File: config.mk
export PLATFORM = sky130hd
export DESIGN_NAME = lsfs_top
export DESIGN_NICKNAME = d
export VERILOG_FILES = /design/src/logic/lsfs_pkg.sv /design/src/logic/lsfs_top.sv
export SDC_FILE = /design/constraint.sdc
export NUM_CORES = 1
export LEC_CHECK = 0
export ABC_AREA = 1
export ABC_CLOCK_PERIOD_IN_PS = 7000
export BUFFER_PORTS_ARGS = -buffer_cell sky130_fd_sc_hd__buf_2
export CORE_ASPECT_RATIO = 0.9
export CORE_MARGIN = 5
export CORE_UTILIZATION = 40
export DETAILED_ROUTE_END_ITERATION = 8
export PLACE_DENSITY_LB_ADDON = 0.15
export SYNTH_ARGS = -nofsm -noshare
export SYNTH_HDL_FRONTEND = slang
export SYNTH_SLANG_ARGS = --single-unit
File: constraint.sdc
create_clock -name pclk -period 7 [get_ports pclk]
set_input_delay 2.1 -clock pclk [delete_from_list [all_inputs] [get_ports pclk]]
set_output_delay 2.1 -clock pclk [all_outputs]
set_load 0.1 [all_outputs]
File: src/logic/lsfs_pkg.sv
// Constants, types and register map of the LED string fault supervisor
package lsfs_pkg;
    localparam int NCH = 8;
    // Clock and timing
    localparam int CLK_NS = 50;
    localparam int SOFT_TOTAL_NS = 1000000;
    localparam int SOFT_STEPS = 7;
    localparam int SOFT_STEP_CYC = SOFT_TOTAL_NS / (CLK_NS * SOFT_STEPS);
    localparam int OPEN_TO_NS = 6000000;
    localparam int OPEN_TO_CYC = OPEN_TO_NS / CLK_NS;
    localparam int OPEN_HOT_NS = 800000;
    localparam int OPEN_HOT_CYC = OPEN_HOT_NS / CLK_NS;
    // Current limit ladder, 375 mA per level
    localparam int ILIM_STEP_MA = 375;
    localparam logic [2:0] ILIM_MIN = 3'h0;
    localparam logic [2:0] ILIM_MAX = 3'h7;
    // Boost cycle shape in clocks
    localparam logic [7:0] BOOST_PERIOD = 8'h10;
    localparam logic [7:0] BOOST_MAX_ON = 8'h0a;
    localparam logic [7:0] SWNODE_SETTLE = 8'h05;
    // Register indices; byte address is four times the index
    localparam logic [7:0] REG_FAULT_IDX = 8'h02;
    localparam logic [7:0] REG_CFG_IDX = 8'h08;
    localparam logic [7:0] REG_MASK_IDX = 8'h09;
    localparam logic [7:0] REG_IRQEN_IDX = 8'h0a;
    localparam logic [7:0] REG_CTRL_IDX = 8'h0b;
    localparam logic [7:0] REG_STATE_IDX = 8'h0c;
    localparam int AW = 12;
    // Field positions
    localparam int CFG_SC_LOW_BIT = 0;
    localparam int CFG_SC_DIS_BIT = 1;
    localparam int CFG_FREQ_BIT = 2;
    localparam logic [7:0] CFG_RESET = 8'h00;
    localparam logic [7:0] MASK_RESET = 8'h00;
    localparam int FLT_SHORT = 0;
    localparam int FLT_OPEN = 1;
    localparam int FLT_INOC = 2;
    localparam int FLT_SWNODE = 3;
    localparam int FLT_OVS = 4;
    localparam int FLT_W = 5;
    localparam int CTRL_RESTART_BIT = 0;
    localparam int STAT_ILIM_LSB = 0;
    localparam int STAT_ST_LSB = 4;
    localparam int STAT_GOOD_LSB = 8;
    // Comparator inputs from the analog side
    typedef struct packed {
        logic vin_ok;
        logic fet_hard;
        logic sw_cur_over;
        logic swnode_hi;
        logic ovs_above20;
        logic ovs_hit;
        logic otp_low;
        logic in_overcur;
        logic fb_stable;
        logic [NCH-1:0] short_hi;
        logic [NCH-1:0] short_lo;
        logic [NCH-1:0] cur75;
        logic [NCH-1:0] cur50;
    } lsfs_cmp_t;
    typedef enum logic [2:0] {ST_OFF, ST_PROBE, ST_INRUSH, ST_SOFT, ST_RUN, ST_SHUT} lsfs_st_t;
endpackage

File: src/logic/lsfs_top.sv
// LED string start-up and fault supervisor with APB register access
// Functional notes
// - Boost switching starts only after the protection FET reads fully on.
// - A boost pulse ends in any cycle where switch current exceeds the limit.
// - Soft-start limit starts lowest, seven equal steps to full within 1 ms.
// - Every LED fault is recorded in the fault/status register, index 0x02.
// - Mask register 0x09 shows failed channels; host writes disable channels.
// - Short and under-50-percent open faults count only while LED feedback reports stable operation.
// - Input overcurrent shuts all channels; cause latched, registers readable.
// - Channel above selected short threshold is disabled; 0x08 bit 0 selects.
// - Configuration bit 1 disables short detection entirely.
// - Channel at 75 percent is good; good channel under 50 percent is open.
// - Overvoltage or lower over-temperature marks all not-good channels open.
// - Open channel is disabled after a time-out, shorter when hot.
// - Open time-out is 6 ms, or 800 us above lower over-temperature.
// - High forward voltage string stays enabled unless overvoltage or lower over-temperature is reached.
// - Input below lockout stops switching and resets; restart when back.
// - Start-up injects test current; waits for switch node above threshold.
// - Switch node low while power FET is off turns protection FET off.
// - Overvoltage sense rising above 20 percent then falling trips protection.
//
// Added by the designer: the register addresses and the APB interface to the registers.
module lsfs_top
    import lsfs_pkg::*;
#(
    parameter int OPEN_TO = OPEN_TO_CYC,
    parameter int OPEN_HOT = OPEN_HOT_CYC
) (
    // Clock and reset
    input wire logic pclk,
    input wire logic presetn,
    // APB slave
    input wire logic psel,
    input wire logic penable,
    input wire logic pwrite,
    input wire logic [AW-1:0] paddr,
    input wire logic [31:0] pwdata,
    output logic [31:0] prdata,
    output logic pready,
    output logic pslverr,
    // Analog comparator inputs
    input wire lsfs_cmp_t cmp_in,
    // Power stage and channel controls
    output logic boost_gate,
    output logic [2:0] ilim_level,
    output logic test_current_en,
    output logic prot_fet_on,
    output logic [NCH-1:0] ch_en,
    // Interrupt
    output logic irq
);
    localparam int CW = $bits(lsfs_cmp_t);
    localparam int TW = $clog2(OPEN_TO + 1);

    logic [CW-1:0] s1_reg, s2_reg, s3_reg, filt_reg;
    lsfs_cmp_t c;
    lsfs_st_t st_reg, st_next;
    logic [7:0] cfg_reg, mask_reg, irqen_reg;
    logic [FLT_W-1:0] fault_reg, fset;
    logic [2:0] ilim_reg;
    logic [15:0] step_cnt;
    logic [7:0] cyc_cnt, off_cnt, period;
    logic gate_reg, term_reg, ovs_armed, running, sw_en;
    logic trip_inoc, trip_sw, trip_ovs, trip;
    logic wr_acc, rd_acc, restart;
    logic [31:0] rd_data;
    logic rd_hit;
    logic [NCH-1:0] good_reg, fail_open, fail_short, fail_any;
    logic [7:0] ch_wr;

    // Three-stage sync, a bit changes once stages two and three agree
    always_ff @(posedge pclk or negedge presetn) begin
        if (!presetn) begin
            s1_reg <= '0;
            s2_reg <= '0;
            s3_reg <= '0;
            filt_reg <= '0;
        end else begin
            s1_reg <= cmp_in;
            s2_reg <= s1_reg;
            s3_reg <= s2_reg;
            filt_reg <= (s2_reg & s3_reg) | (filt_reg & (s2_reg | s3_reg));
        end
    end
    assign c = lsfs_cmp_t'(filt_reg);

    assign running = (st_reg == ST_SOFT) || (st_reg == ST_RUN);
    assign sw_en = running;
    assign wr_acc = psel && penable && pready && pwrite;
    assign rd_acc = psel && penable && !pready;
    assign restart = wr_acc && (paddr == AW'({REG_CTRL_IDX, 2'b00}))
        && pwdata[CTRL_RESTART_BIT];

    // Protection trips
    // input overcurrent
    assign trip_inoc = c.in_overcur && (running || st_reg == ST_INRUSH);
    assign trip_sw = sw_en && !gate_reg && (off_cnt == SWNODE_SETTLE) && !c.swnode_hi;
    assign trip_ovs = ovs_armed && !c.ovs_above20;
    assign trip = trip_inoc || trip_sw || trip_ovs;

    // Start-up sequence
    always_comb begin
        st_next = st_reg;
        case (st_reg)
            ST_OFF: begin
                if (c.vin_ok) begin
                    st_next = ST_PROBE;
                end
            end
            ST_PROBE: begin
                if (c.swnode_hi) begin
                    st_next = ST_INRUSH;
                end
            end
            ST_INRUSH: begin
                if (trip) begin
                    st_next = ST_SHUT;
                end else if (c.fet_hard) begin
                    st_next = ST_SOFT;
                end
            end
            ST_SOFT: begin
                if (trip) begin
                    st_next = ST_SHUT;
                end else if (ilim_reg == ILIM_MAX) begin
                    st_next = ST_RUN;
                end
            end
            ST_RUN: begin
                if (trip) begin
                    st_next = ST_SHUT;
                end
            end
            ST_SHUT: begin
                if (restart) begin
                    st_next = ST_OFF;
                end
            end
            default: st_next = ST_OFF;
        endcase
        if (!c.vin_ok) begin
            st_next = ST_OFF;
        end
    end

    // State and stage outputs
    always_ff @(posedge pclk or negedge presetn) begin
        if (!presetn) begin
            st_reg <= ST_OFF;
            test_current_en <= 1'b0;
            prot_fet_on <= 1'b0;
        end else begin
            st_reg <= st_next;
            test_current_en <= (st_next == ST_PROBE);
            prot_fet_on <= (st_next == ST_INRUSH) || (st_next == ST_SOFT)
                || (st_next == ST_RUN);
        end
    end

    // Sense excursion arming
    always_ff @(posedge pclk or negedge presetn) begin
        if (!presetn) begin
            ovs_armed <= 1'b0;
        end else if (!running) begin
            ovs_armed <= 1'b0;
        end else if (c.ovs_above20) begin
            ovs_armed <= 1'b1;
        end
    end

    // Soft-start ladder
    always_ff @(posedge pclk or negedge presetn) begin
        if (!presetn) begin
            ilim_reg <= ILIM_MIN;
            step_cnt <= '0;
        end else if (!running) begin
            ilim_reg <= ILIM_MIN;
            step_cnt <= '0;
        end else if (ilim_reg != ILIM_MAX) begin
            if (step_cnt == 16'(SOFT_STEP_CYC - 1)) begin
                step_cnt <= '0;
                ilim_reg <= ilim_reg + 3'h1;
            end else begin
                step_cnt <= step_cnt + 16'h1;
            end
        end
    end
    assign ilim_level = ilim_reg;

    // Boost cycle timing
    assign period = cfg_reg[CFG_FREQ_BIT] ? {BOOST_PERIOD[6:0], 1'b0} : BOOST_PERIOD;
    always_ff @(posedge pclk or negedge presetn) begin
        if (!presetn) begin
            cyc_cnt <= '0;
            off_cnt <= '0;
        end else begin
            if (!sw_en || cyc_cnt == period - 8'h1) begin
                cyc_cnt <= '0;
            end else begin
                cyc_cnt <= cyc_cnt + 8'h1;
            end
            if (gate_reg) begin
                off_cnt <= '0;
            end else if (off_cnt != 8'hff) begin
                off_cnt <= off_cnt + 8'h1;
            end
        end
    end

    // Gate with cycle-by-cycle limit
    always_ff @(posedge pclk or negedge presetn) begin
        if (!presetn) begin
            gate_reg <= 1'b0;
            term_reg <= 1'b0;
        end else begin
            if (cyc_cnt == 8'h0) begin
                term_reg <= 1'b0;
            end else if (gate_reg && c.sw_cur_over) begin
                term_reg <= 1'b1;
            end
            // gate needs FET on; lockout or trip ends switching at once
            gate_reg <= sw_en && (st_next == ST_SOFT || st_next == ST_RUN)
                && (cyc_cnt < BOOST_MAX_ON) && !term_reg && !(gate_reg && c.sw_cur_over);
        end
    end
    assign boost_gate = gate_reg;

    // Per-channel good, open and short classification
    for (genvar i = 0; i < NCH; i++) begin : g_ch
        logic pend_reg;
        logic [TW-1:0] to_cnt;
        logic ch_ok;
        logic [TW-1:0] limit;
        assign ch_ok = running && !mask_reg[i];
        assign limit = c.otp_low ? TW'(OPEN_HOT - 1) : TW'(OPEN_TO - 1);
        always_ff @(posedge pclk or negedge presetn) begin
            if (!presetn) begin
                good_reg[i] <= 1'b0;
                pend_reg <= 1'b0;
                to_cnt <= '0;
            end else if (!ch_ok) begin
                good_reg[i] <= 1'b0;
                pend_reg <= 1'b0;
                to_cnt <= '0;
            end else begin
                if (c.cur75[i]) begin
                    good_reg[i] <= 1'b1;
                end
                // not-good open on overvoltage or heat
                if ((c.ovs_hit || c.otp_low) && !good_reg[i]) begin
                    pend_reg <= 1'b1;
                end else if (good_reg[i] && !c.cur50[i] && c.fb_stable) begin
                    pend_reg <= 1'b1;
                end else if (c.cur75[i]) begin
                    pend_reg <= 1'b0;
                end
                to_cnt <= pend_reg ? to_cnt + TW'(1) : '0;
            end
        end
        assign fail_open[i] = ch_ok && pend_reg && (to_cnt >= limit);
        assign fail_short[i] = ch_ok && c.fb_stable && !cfg_reg[CFG_SC_DIS_BIT]
            && (cfg_reg[CFG_SC_LOW_BIT] ? c.short_lo[i] : c.short_hi[i]);
    end
    assign fail_any = fail_open | fail_short;

    // Fault causes
    // record every fault
    assign fset = {trip_ovs, trip_sw, trip_inoc, |fail_open, |fail_short};

    // Register writes
    assign ch_wr = pwdata[7:0];
    always_ff @(posedge pclk or negedge presetn) begin
        if (!presetn) begin
            cfg_reg <= CFG_RESET;
            irqen_reg <= '0;
            mask_reg <= MASK_RESET;
            fault_reg <= '0;
        end else begin
            if (wr_acc && paddr == AW'({REG_CFG_IDX, 2'b00})) begin
                cfg_reg <= ch_wr;
            end
            if (wr_acc && paddr == AW'({REG_IRQEN_IDX, 2'b00})) begin
                irqen_reg <= ch_wr;
            end
            // failed channels stick until a host write replaces the mask, host may disable
            if (wr_acc && paddr == AW'({REG_MASK_IDX, 2'b00})) begin
                mask_reg <= ch_wr | fail_any;
            end else begin
                mask_reg <= mask_reg | fail_any;
            end
            if (wr_acc && paddr == AW'({REG_FAULT_IDX, 2'b00})) begin
                fault_reg <= (fault_reg & ~pwdata[FLT_W-1:0]) | fset;
            end else begin
                fault_reg <= fault_reg | fset;
            end
        end
    end

    // Read decode
    always_comb begin
        rd_data = '0;
        rd_hit = 1'b1;
        case (paddr)
            AW'({REG_FAULT_IDX, 2'b00}): rd_data[FLT_W-1:0] = fault_reg;
            AW'({REG_CFG_IDX, 2'b00}): rd_data[7:0] = cfg_reg;
            AW'({REG_MASK_IDX, 2'b00}): rd_data[7:0] = mask_reg;
            AW'({REG_IRQEN_IDX, 2'b00}): rd_data[FLT_W-1:0] = irqen_reg[FLT_W-1:0];
            AW'({REG_CTRL_IDX, 2'b00}): rd_data = '0;
            AW'({REG_STATE_IDX, 2'b00}): begin
                rd_data[STAT_ILIM_LSB +: 3] = ilim_reg;
                rd_data[STAT_ST_LSB +: 3] = st_reg;
                rd_data[STAT_GOOD_LSB +: NCH] = good_reg;
            end
            default: rd_hit = 1'b0;
        endcase
    end

    // APB answer, one wait state
    always_ff @(posedge pclk or negedge presetn) begin
        if (!presetn) begin
            pready <= 1'b0;
            prdata <= '0;
            pslverr <= 1'b0;
        end else begin
            pready <= rd_acc;
            if (rd_acc) begin
                prdata <= pwrite ? '0 : rd_data;
                pslverr <= !rd_hit;
            end else begin
                pslverr <= 1'b0;
            end
        end
    end

    // Channel enables and interrupt
    always_ff @(posedge pclk or negedge presetn) begin
        if (!presetn) begin
            ch_en <= '0;
            irq <= 1'b0;
        end else begin
            ch_en <= {NCH{running && !trip}} & ~mask_reg & ~fail_any;
            irq <= |(fault_reg & irqen_reg[FLT_W-1:0]);
        end
    end
endmodule // lsfs_top

# == Yosys cells after proc, flatten, opt, wreduce, memory -nomap -nowiden ==
# Cells that the tools add are included.
# classes
n_addsub,13
n_mul,0
div,0
magnitude_cmp,9
n_eq_ne,40
n_shift,0
muxes,107
n_bitwise,16
reduce_logical,145
# ops
cell,count
17-bit two-way mux,17
"17-bit by 1-bit adder with 17-bit output, second input constant",8
17-bit greater-or-equal comparator,8
1-bit logical AND,93
41-bit AND,2
41-bit bitwise OR,2
16-bit two-way mux,4
1-bit two-way mux,62
"12-bit by 6-bit == test with 1-bit output, second input constant",5
8-bit two-way mux,5
1-bit zero test,34
3-bit two-way mux,11
"4-bit by 2-bit inequality test with 1-bit output, second input constant",8
8-bit bitwise OR,3
"2-bit inequality test, second input constant",9
3-bit one-hot mux with 6 select lines,1
"16-bit by 1-bit adder with 16-bit output, second input constant",1
"8-bit by 1-bit adder with 8-bit output, second input constant",2
8-bit AND,2
"16-bit by 12-bit == test with 1-bit output, second input constant",1
8-bit inverter,2
8-bit OR reduction,2
3-bit one-hot mux with 5 select lines,1
"12-bit by 4-bit == test with 1-bit output, second input constant",1
27 further kinds,46
# totals
regBits,428
latch_bits,0
ramBits,0
mem_bits_ro,0
n_memories,0

# == Logic depth before layout (Yosys ltp) ==
# Gate-level depths: netlist of the first run.
# depth
word_depth,16
depth_mapped,14
depth_no_buf,14

# == Worst setup path before layout of the first run ==
# Ideal clock, no wire load.
# synth_timing
path_type,input-to-reg
from,input port paddr[7]
to,register mask_reg[5]
setup_ns,0.137
t_arrival_ns,3.139
required_ns,6.863
slack_ns,3.724
path_stages,7
path_buffers,1
path_cell_list,nor2_1 > nand3_1 > nor2_2 > nand3_1 > buf_2 > nand2_1 > o2111ai_1
# synth_via
elab_chain_len,3
# synth_rtl
item,line,source
start: declaration,lsfs_top.sv:36,"input wire logic [AW-1:0] paddr,"
12-bit by 6-bit == test with 1-bit output,lsfs_top.sv:286,"if (wr_acc && paddr == AW'({REG_MASK_IDX, 2'b00})) begin"
1-bit logical AND,lsfs_top.sv:286,
8-bit two-way mux,lsfs_top.sv:286,
end signal: assignment,lsfs_top.sv:287,mask_reg <= ch_wr | fail_any;
end signal: assignment,lsfs_top.sv:289,mask_reg <= mask_reg | fail_any;
end: declaration,lsfs_top.sv:58,"logic [7:0] cfg_reg, mask_reg, irqen_reg;"
# No other way between the ends.
# A chain may end at the register's enable or synchronous reset.

# == Worst setup path after layout of the first run ==
# layout_timing
from,input port paddr[7]
to,register mask_reg[0]
# Same word-level chain as after synthesis.

==> results of run 1 <==
## final cells by class
cell class              instances  area share
multi-input cells            1394      0.3435
inverters                     244     0.04245
clock inverters                21     0.01282
repair buffers                104     0.02644
well taps                     616     0.03572
flip-flops and latches        412      0.4778
clock buffers                  62     0.06118
## worst paths after layout
path                                         endpoint  slack [ns]
worst min-delay path             s2_reg[16]$_DFF_PN0_        0.34
worst min register to register   s2_reg[16]$_DFF_PN0_        0.34
worst max register to register     ch_en[5]$_DFF_PN0_        3.70
worst max-delay path            mask_reg[0]$_DFF_PN0_        3.14
min in group asynchronous        s1_reg[34]$_DFF_PN0_        1.52
max in group asynchronous        s2_reg[22]$_DFF_PN0_        4.13
## where the power goes
part	switching [mW]	internal, mW	leakage (nW)
logic	0.284	0.112	3.77
registers	0.0630	2.47	5.28
clock network	1.01	1.48	0.777
## placed cells by master (no fill, tap or decap), types with 5 or more instances in the layout
cell	synthesis	routed
nand4_1	54	54
o2111ai_1	9	9
and3_1	6	6
or2_2	6	6
dfrtp_1	412	412
nand3_1	123	123
nor4_1	9	9
nor3_1	80	80
nand2_2	8	8
xor2_1	16	16
inv_2	12	12
a21oi_1	107	107
conb_1	1	16
xnor2_1	5	5
buf_2	7	97
nor2_2	6	6
nor2_1	245	245
clkbuf_8	0	13
nor3b_1	11	11
clkinv_2	0	8
maj3_1	41	41
inv_1	232	231
a21o_1	5	5
nand3b_1	5	5
a211oi_1	11	11
a31oi_1	16	16
o21ai_0	116	116
nand2_1	387	387
ha_1	80	80
o21a_1	6	6
clkbuf_16	0	45
## kinds of logic after synthesis
group | count (synthesis) | synth area share
buffers and inverters | 279 | 0.05999
multiplexers | 1 | 0.0005326
flip-flops | 412 | 0.5486
adder cells (fa/ha/maj) | 121 | 0.07510
XOR/XNOR | 21 | 0.009787
AND/OR/NAND/NOR | 950 | 0.2222
AO/OA/AOI/OAI | 285 | 0.08356
other | 1 | 0.0001995
## synthesized netlist by cell type, types with 4 or more instances
library cell / instances / area [um2]
dfrtp_1: 412 / 10310
nand2_1: 387 / 1453
nor2_1: 245 / 919.6
inv_1: 232 / 870.8
nand3_1: 123 / 615.6
o21ai_0: 116 / 580.6
a21oi_1: 107 / 535.5
ha_1: 80 / 1001
nor3_1: 80 / 400.4
nand4_1: 54 / 337.8
maj3_1: 41 / 410.4
buf_4: 17 / 127.6
a31oi_1: 16 / 100.1
xor2_1: 16 / 140.1
inv_2: 12 / 45.04
a211oi_1: 11 / 82.58
nor3b_1: 11 / 82.58
clkbuf_1: 10 / 37.54
nor4_1: 9 / 56.30
o2111ai_1: 9 / 78.83
nand2_2: 8 / 50.05
buf_2: 7 / 35.03
and3_1: 6 / 37.54
nor2_2: 6 / 37.54
o21a_1: 6 / 45.04
or2_2: 6 / 37.54
a21o_1: 5 / 37.54
nand3b_1: 5 / 37.54
xnor2_1: 5 / 43.79
o21ai_1: 4 / 20.02
## routing by layer
metal / vias up / wire, um / global-route usage
met5: - / 0 / 0
li1: 7107 / - / -
met3: 71 / 1417 / 0.02502
met4: 0 / 1125 / 0.05394
met2: 231 / 18860 / 0.2580
met1: 6763 / 21490 / 0.2438
## stage by stage
stage / cell area (um2) / hold WS (ns)
floorplan: 18850 / 0.3312
global placement: 19980 / 0.3318
detailed placement: 19980 / 0.3347
CTS: 21580 / 0.3465
global route: 21580 / 0.3478
finish: 21580 / 0.3433
==> flow_summary.ini, run 1 <==
[outcome]
status = completed

[sta]
fmax_mhz = 259.1
setup_viol = 0
fin_crit_ns = 3.860
hold_viol = 0
max_slew_margin = 0.3884
timing.final.ws_setup_ns = 3.140
worstMarginPinSlew_ns = 0.9113
fin_crit_sh = 0.5514
finClkSkew_ns = 0.02811
final_max_slew_viol_count = 0
fin_setup_tns_ns = 0
rsz0062_at_grt = false

[floorplan]
io_pins = 139
initial_utilization = 0.4038
row_count = 75
die_w_um = 238.5
die-area_mm2 = 0.05142
core_mm2 = 0.04654
fp.dieH_um = 215.6

[setup_path]
r2r_start = c[34]$_DFF_PN0_
r2r_cells = 13
slowest_stage = nand3_1
cp_num_cells = 7
critPathMostFrequentCell = nand3_1
crit_path_start = paddr[7]
worstPathCellList = buf_2 -> nor2_1 -> nand3_1 -> nor2_2 -> nand3_1 -> o21ai_0 -> nand3_1
path_buf_inv = 1
worstPathRequired_ns = 7.47
cp_max_fo = 17
path_delay_family = simple AND/OR/NAND/NOR gates
crit_type = in -> reg
start_kind = input pin
arrival_ns = 4.33
worst_path_largest_cell_delay_ns = 0.67
endpoint_kind = register

[synth]
synthArstFlopShare = 1.000
netlist_instances = 2070
synth_cell_type_count = 48
synth.avg_cell_area_um2 = 9.079
synth-seq-area-share = 0.5486
yosys_warnings = 0
synth_area_mm2 = 0.01879
synth_edf_count = 0
synth_seq_cells = 412
synth_ff_type = dfrtp_1

[global_routing]
grt_pass1_wl_um = 71410
grt_overflow_total = 0
grt_start_max_net_pins = 172
grt_pass1_vias = 13900
antenna_found_initial = 1
grtUsageTotal = 0.1671

[placement]
dp_cells = 2770
dp_slack_ns = 2.610
gp_congestion = 0.8846
dpl.hpwl_um = 30370
io_buffers = 98

[drt]
initialDrtViolationCount = 1013
drcViolationCount = 0
wirelength_um = 42890
vias = 14170
wl_per_cell_um = 15.03
first_pass_iters = 5
viasPerCell = 4.967
postRouteAntennaNets = 0

[min_path]
hold_depth = 0
hp-start = s1_reg[16]$_DFF_PN0_
min_path_type = reg -> reg

[clock_network]
clockRootBuffer = clkbuf_16
cts-resized-gates = 0
clk_latency_ns = 0.59
clkSinkCount = 412
cts_buffers = 45
cts_tree = built
clk_path_buf_depth = 3
clkTransAtPathRegs_ns = 0.07
cts_htree_levels = 2
cts_setup_buffers = 0
ctsHoldBuffers = 0

[layout]
layout.cells.non_filler = 2853
diodes = 0
largest_register_ffs = 136
num-fill-cells = 4493
registers.top_by_ff_count = g_ch.to_cnt
drive_gt1_frac = 0.1006
multiInputGateArea_mm2 = 0.007412
register_area_mm2 = 0.01031
nets = 2371
area_delta_synth_final_pct = 14.81
final_util = 0.4635

[pwr]
leakagePower_nw = 9.829
pwr_density_cell_mw_per_mm2 = 251.3
total_power_mw = 5.423
vdd_ir_drop_max_v = 0.0001711

[job]
max_cap_viol_count = 0
Power figures use the tool's default switching activity.
==> inputs of run 2 (changes only) <==
--- a/config.mk
+++ b/config.mk
@@ -6,7 +6,7 @@
 export NUM_CORES = 1
 export LEC_CHECK = 0
 export ABC_AREA = 1
-export ABC_CLOCK_PERIOD_IN_PS = 7000
+export ABC_CLOCK_PERIOD_IN_PS = 3530
 export BUFFER_PORTS_ARGS = -buffer_cell sky130_fd_sc_hd__buf_2
 export CORE_ASPECT_RATIO = 0.9
 export CORE_MARGIN = 5
==> constraint.sdc (replaced) <==
create_clock -name pclk -period 3.53 [get_ports pclk]
set_input_delay 1.059 -clock pclk [delete_from_list [all_inputs] [get_ports pclk]]
set_output_delay 1.059 -clock pclk [all_outputs]
set_load 0.1 [all_outputs]
==> run 2 against run 1 <==
Wire length rose by 1.6%. Core utilization is 0.22 points higher. Non-clock buffer count up 13. Flip-flop and latch count unchanged. Critical path depth rose by 4. Highest routed layer unchanged. Largest cell class unchanged. Clock skew fell by 0.0013 ns.
==> flow_summary.ini, run 2 (synthesized netlist as in run 1, its figures left out) <==
[outcome]
status = completed

[drt]
route.met2.wl_um = 19700
drcViolationCount = 0
vias = 14170
wirelength_um = 43580
wl_per_cell_um = 15.22
wl_met1_um = 21180
viasPerCell = 4.948
routed.top_layer = met4
first_pass_iters = 5
dr_wl_met3_um = 1816
postRouteAntennaNets = 0
initialDrtViolationCount = 804

[layout]
drive_gt1_frac = 0.1059
registers.top_by_ff_count = g_ch.to_cnt
nets = 2383
num-fill-cells = 4474
largest_register_ffs = 136
diodes = 0
multiInputGateArea_mm2 = 0.007412
layout_commonest_cell = dfrtp_1
final_cell_mix = 412 x dfrtp_1, 387 x nand2_1, 245 x nor2_1, 232 x inv_1, 123 x nand3_1
area_delta_synth_final_pct = 15.35
register_area_mm2 = 0.01031

[setup_path]
crit_type = reg -> reg
r2r_end = ch_en[5]$_DFF_PN0_
arrival_ns = 3.09
r2r_start = c[34]$_DFF_PN0_
start_kind = register
endpoint_kind = register
crit_path_start = c[34]$_DFF_PN0_
regToRegSetupSlack_ns = 0.83
worstPathRequired_ns = 3.92
r2r_cells = 11
cp_max_fo = 34

[clock_network]
cts_setup_buffers = 0
clockRootBuffer = clkbuf_16
ctsHoldBuffers = 0
cts_tree = built
clk_path_buf_depth = 3
cts_htree_levels = 2
cts_buffers = 44
clkTransAtPathRegs_ns = 0.06
cts-resized-gates = 0
clkSinkCount = 412
clk_latency_ns = 0.58

[floorplan]
row_count = 75
core_mm2 = 0.04654
fp.dieH_um = 215.6
die-area_mm2 = 0.05142
initial_utilization = 0.4038
die_w_um = 238.5
io_pins = 139

[pwr]
leakagePower_nw = 9.893
pwr_density_cell_mw_per_mm2 = 499.5
vdd_ir_drop_max_v = 0.0003867

[global_routing]
grtUsageTotal = 0.1696
grt_start_max_net_pins = 103
antenna_found_initial = 2
grt_pass1_wl_um = 71810
grt_pass1_vias = 13690
grt_overflow_total = 0

[sta]
timing.hold.ws_ns = 0.3448
fmax_mhz = 370.9
max_slew_margin = 0.5385
setup_viol = 0
hold_viol = 0
rsz0062_at_grt = false
final_max_slew_viol_count = 0
fin_crit_sh = 0.7638
fin_crit_ns = 2.696
finClkSkew_ns = 0.02678
worstMarginPinSlew_ns = 0.6870
fin_setup_tns_ns = 0

[min_path]
hp-start = s1_reg[13]$_DFF_PN0_
holdPathEnd = s2_reg[13]$_DFF_PN0_
hold_depth = 0
min_path_type = reg -> reg

[placement]
io_buffers = 98
dpl.hpwl_um = 31170
gp_congestion = 0.8562

[job]
max_cap_viol_count = 0
[run 2: stage by stage]
step,worst slack (ns),utilization,total power [mW],instances,area [um2]
2_1_floorplan,0.6726,-,5.613,2085,18850
3_3_place_gp,0.8010,0.4316,5.903,2783,20090
3_5_place_dp,0.7688,0.4316,5.927,2783,20090
4_1_cts,0.8329,0.4657,11.01,2864,21680
5_1_grt,0.5878,0.4657,11.32,2864,21680
6_report,0.8337,0.4657,10.83,2864,21680
[run 2: worst max path at each step]
stage,cells past startpoint,endpoint,slack (ns)
after floorplan,12,fault_reg[1]$_DFF_PN0_,0.67
after global placement,11,fault_reg[1]$_DFF_PN0_,0.80
after detailed placement,9,cfg_reg[7]$_DFFE_PN0P_,0.77
after CTS,11,ch_en[5]$_DFF_PN0_,0.83
after global routing,11,ch_en[5]$_DFF_PN0_,0.59
final,11,ch_en[5]$_DFF_PN0_,0.83
[run 2: power breakdown]
part / total (mW) / switching (mW) / internal, mW / leakage, nW
combinational: 0.792 / 0.562 / 0.230 / 3.84
clock: 5.01 / 1.97 / 3.04 / 0.772
sequential: 5.03 / 0.125 / 4.91 / 5.28
total: 10.8 / 2.65 / 8.17 / 9.89
[run 2: worst max-delay path, stage by stage (launching register included)]
cell	delay, ns
dfrtp_1	0.34
buf_4	0.49
ha_1	0.36
nand2_1	0.08
inv_1	0.03
o21ai_0	0.13
nand3_1	0.09
nor2_1	0.09
nand3_1	0.07
nand2_1	0.22
nand2_1	0.09
nor3_1	0.54
[run 2: area by class of cell]
| class | count | share of cell area |
|---|---|---|
| clock inverters | 28 | 0.01766 |
| well taps | 616 | 0.03556 |
| flip-flops and latches | 412 | 0.4756 |
| multi-input cells | 1394 | 0.3419 |
| clock buffers | 53 | 0.05558 |
| inverters | 244 | 0.04225 |
| repair buffers | 117 | 0.03140 |
[run 2: metal layers]
metal / vias to the layer above / track usage
met5: - / 0
met4: 0 / 0.04591
met3: 47 / 0.03038
met2: 263 / 0.2668
met1: 6728 / 0.2436
li1: 7132 / -
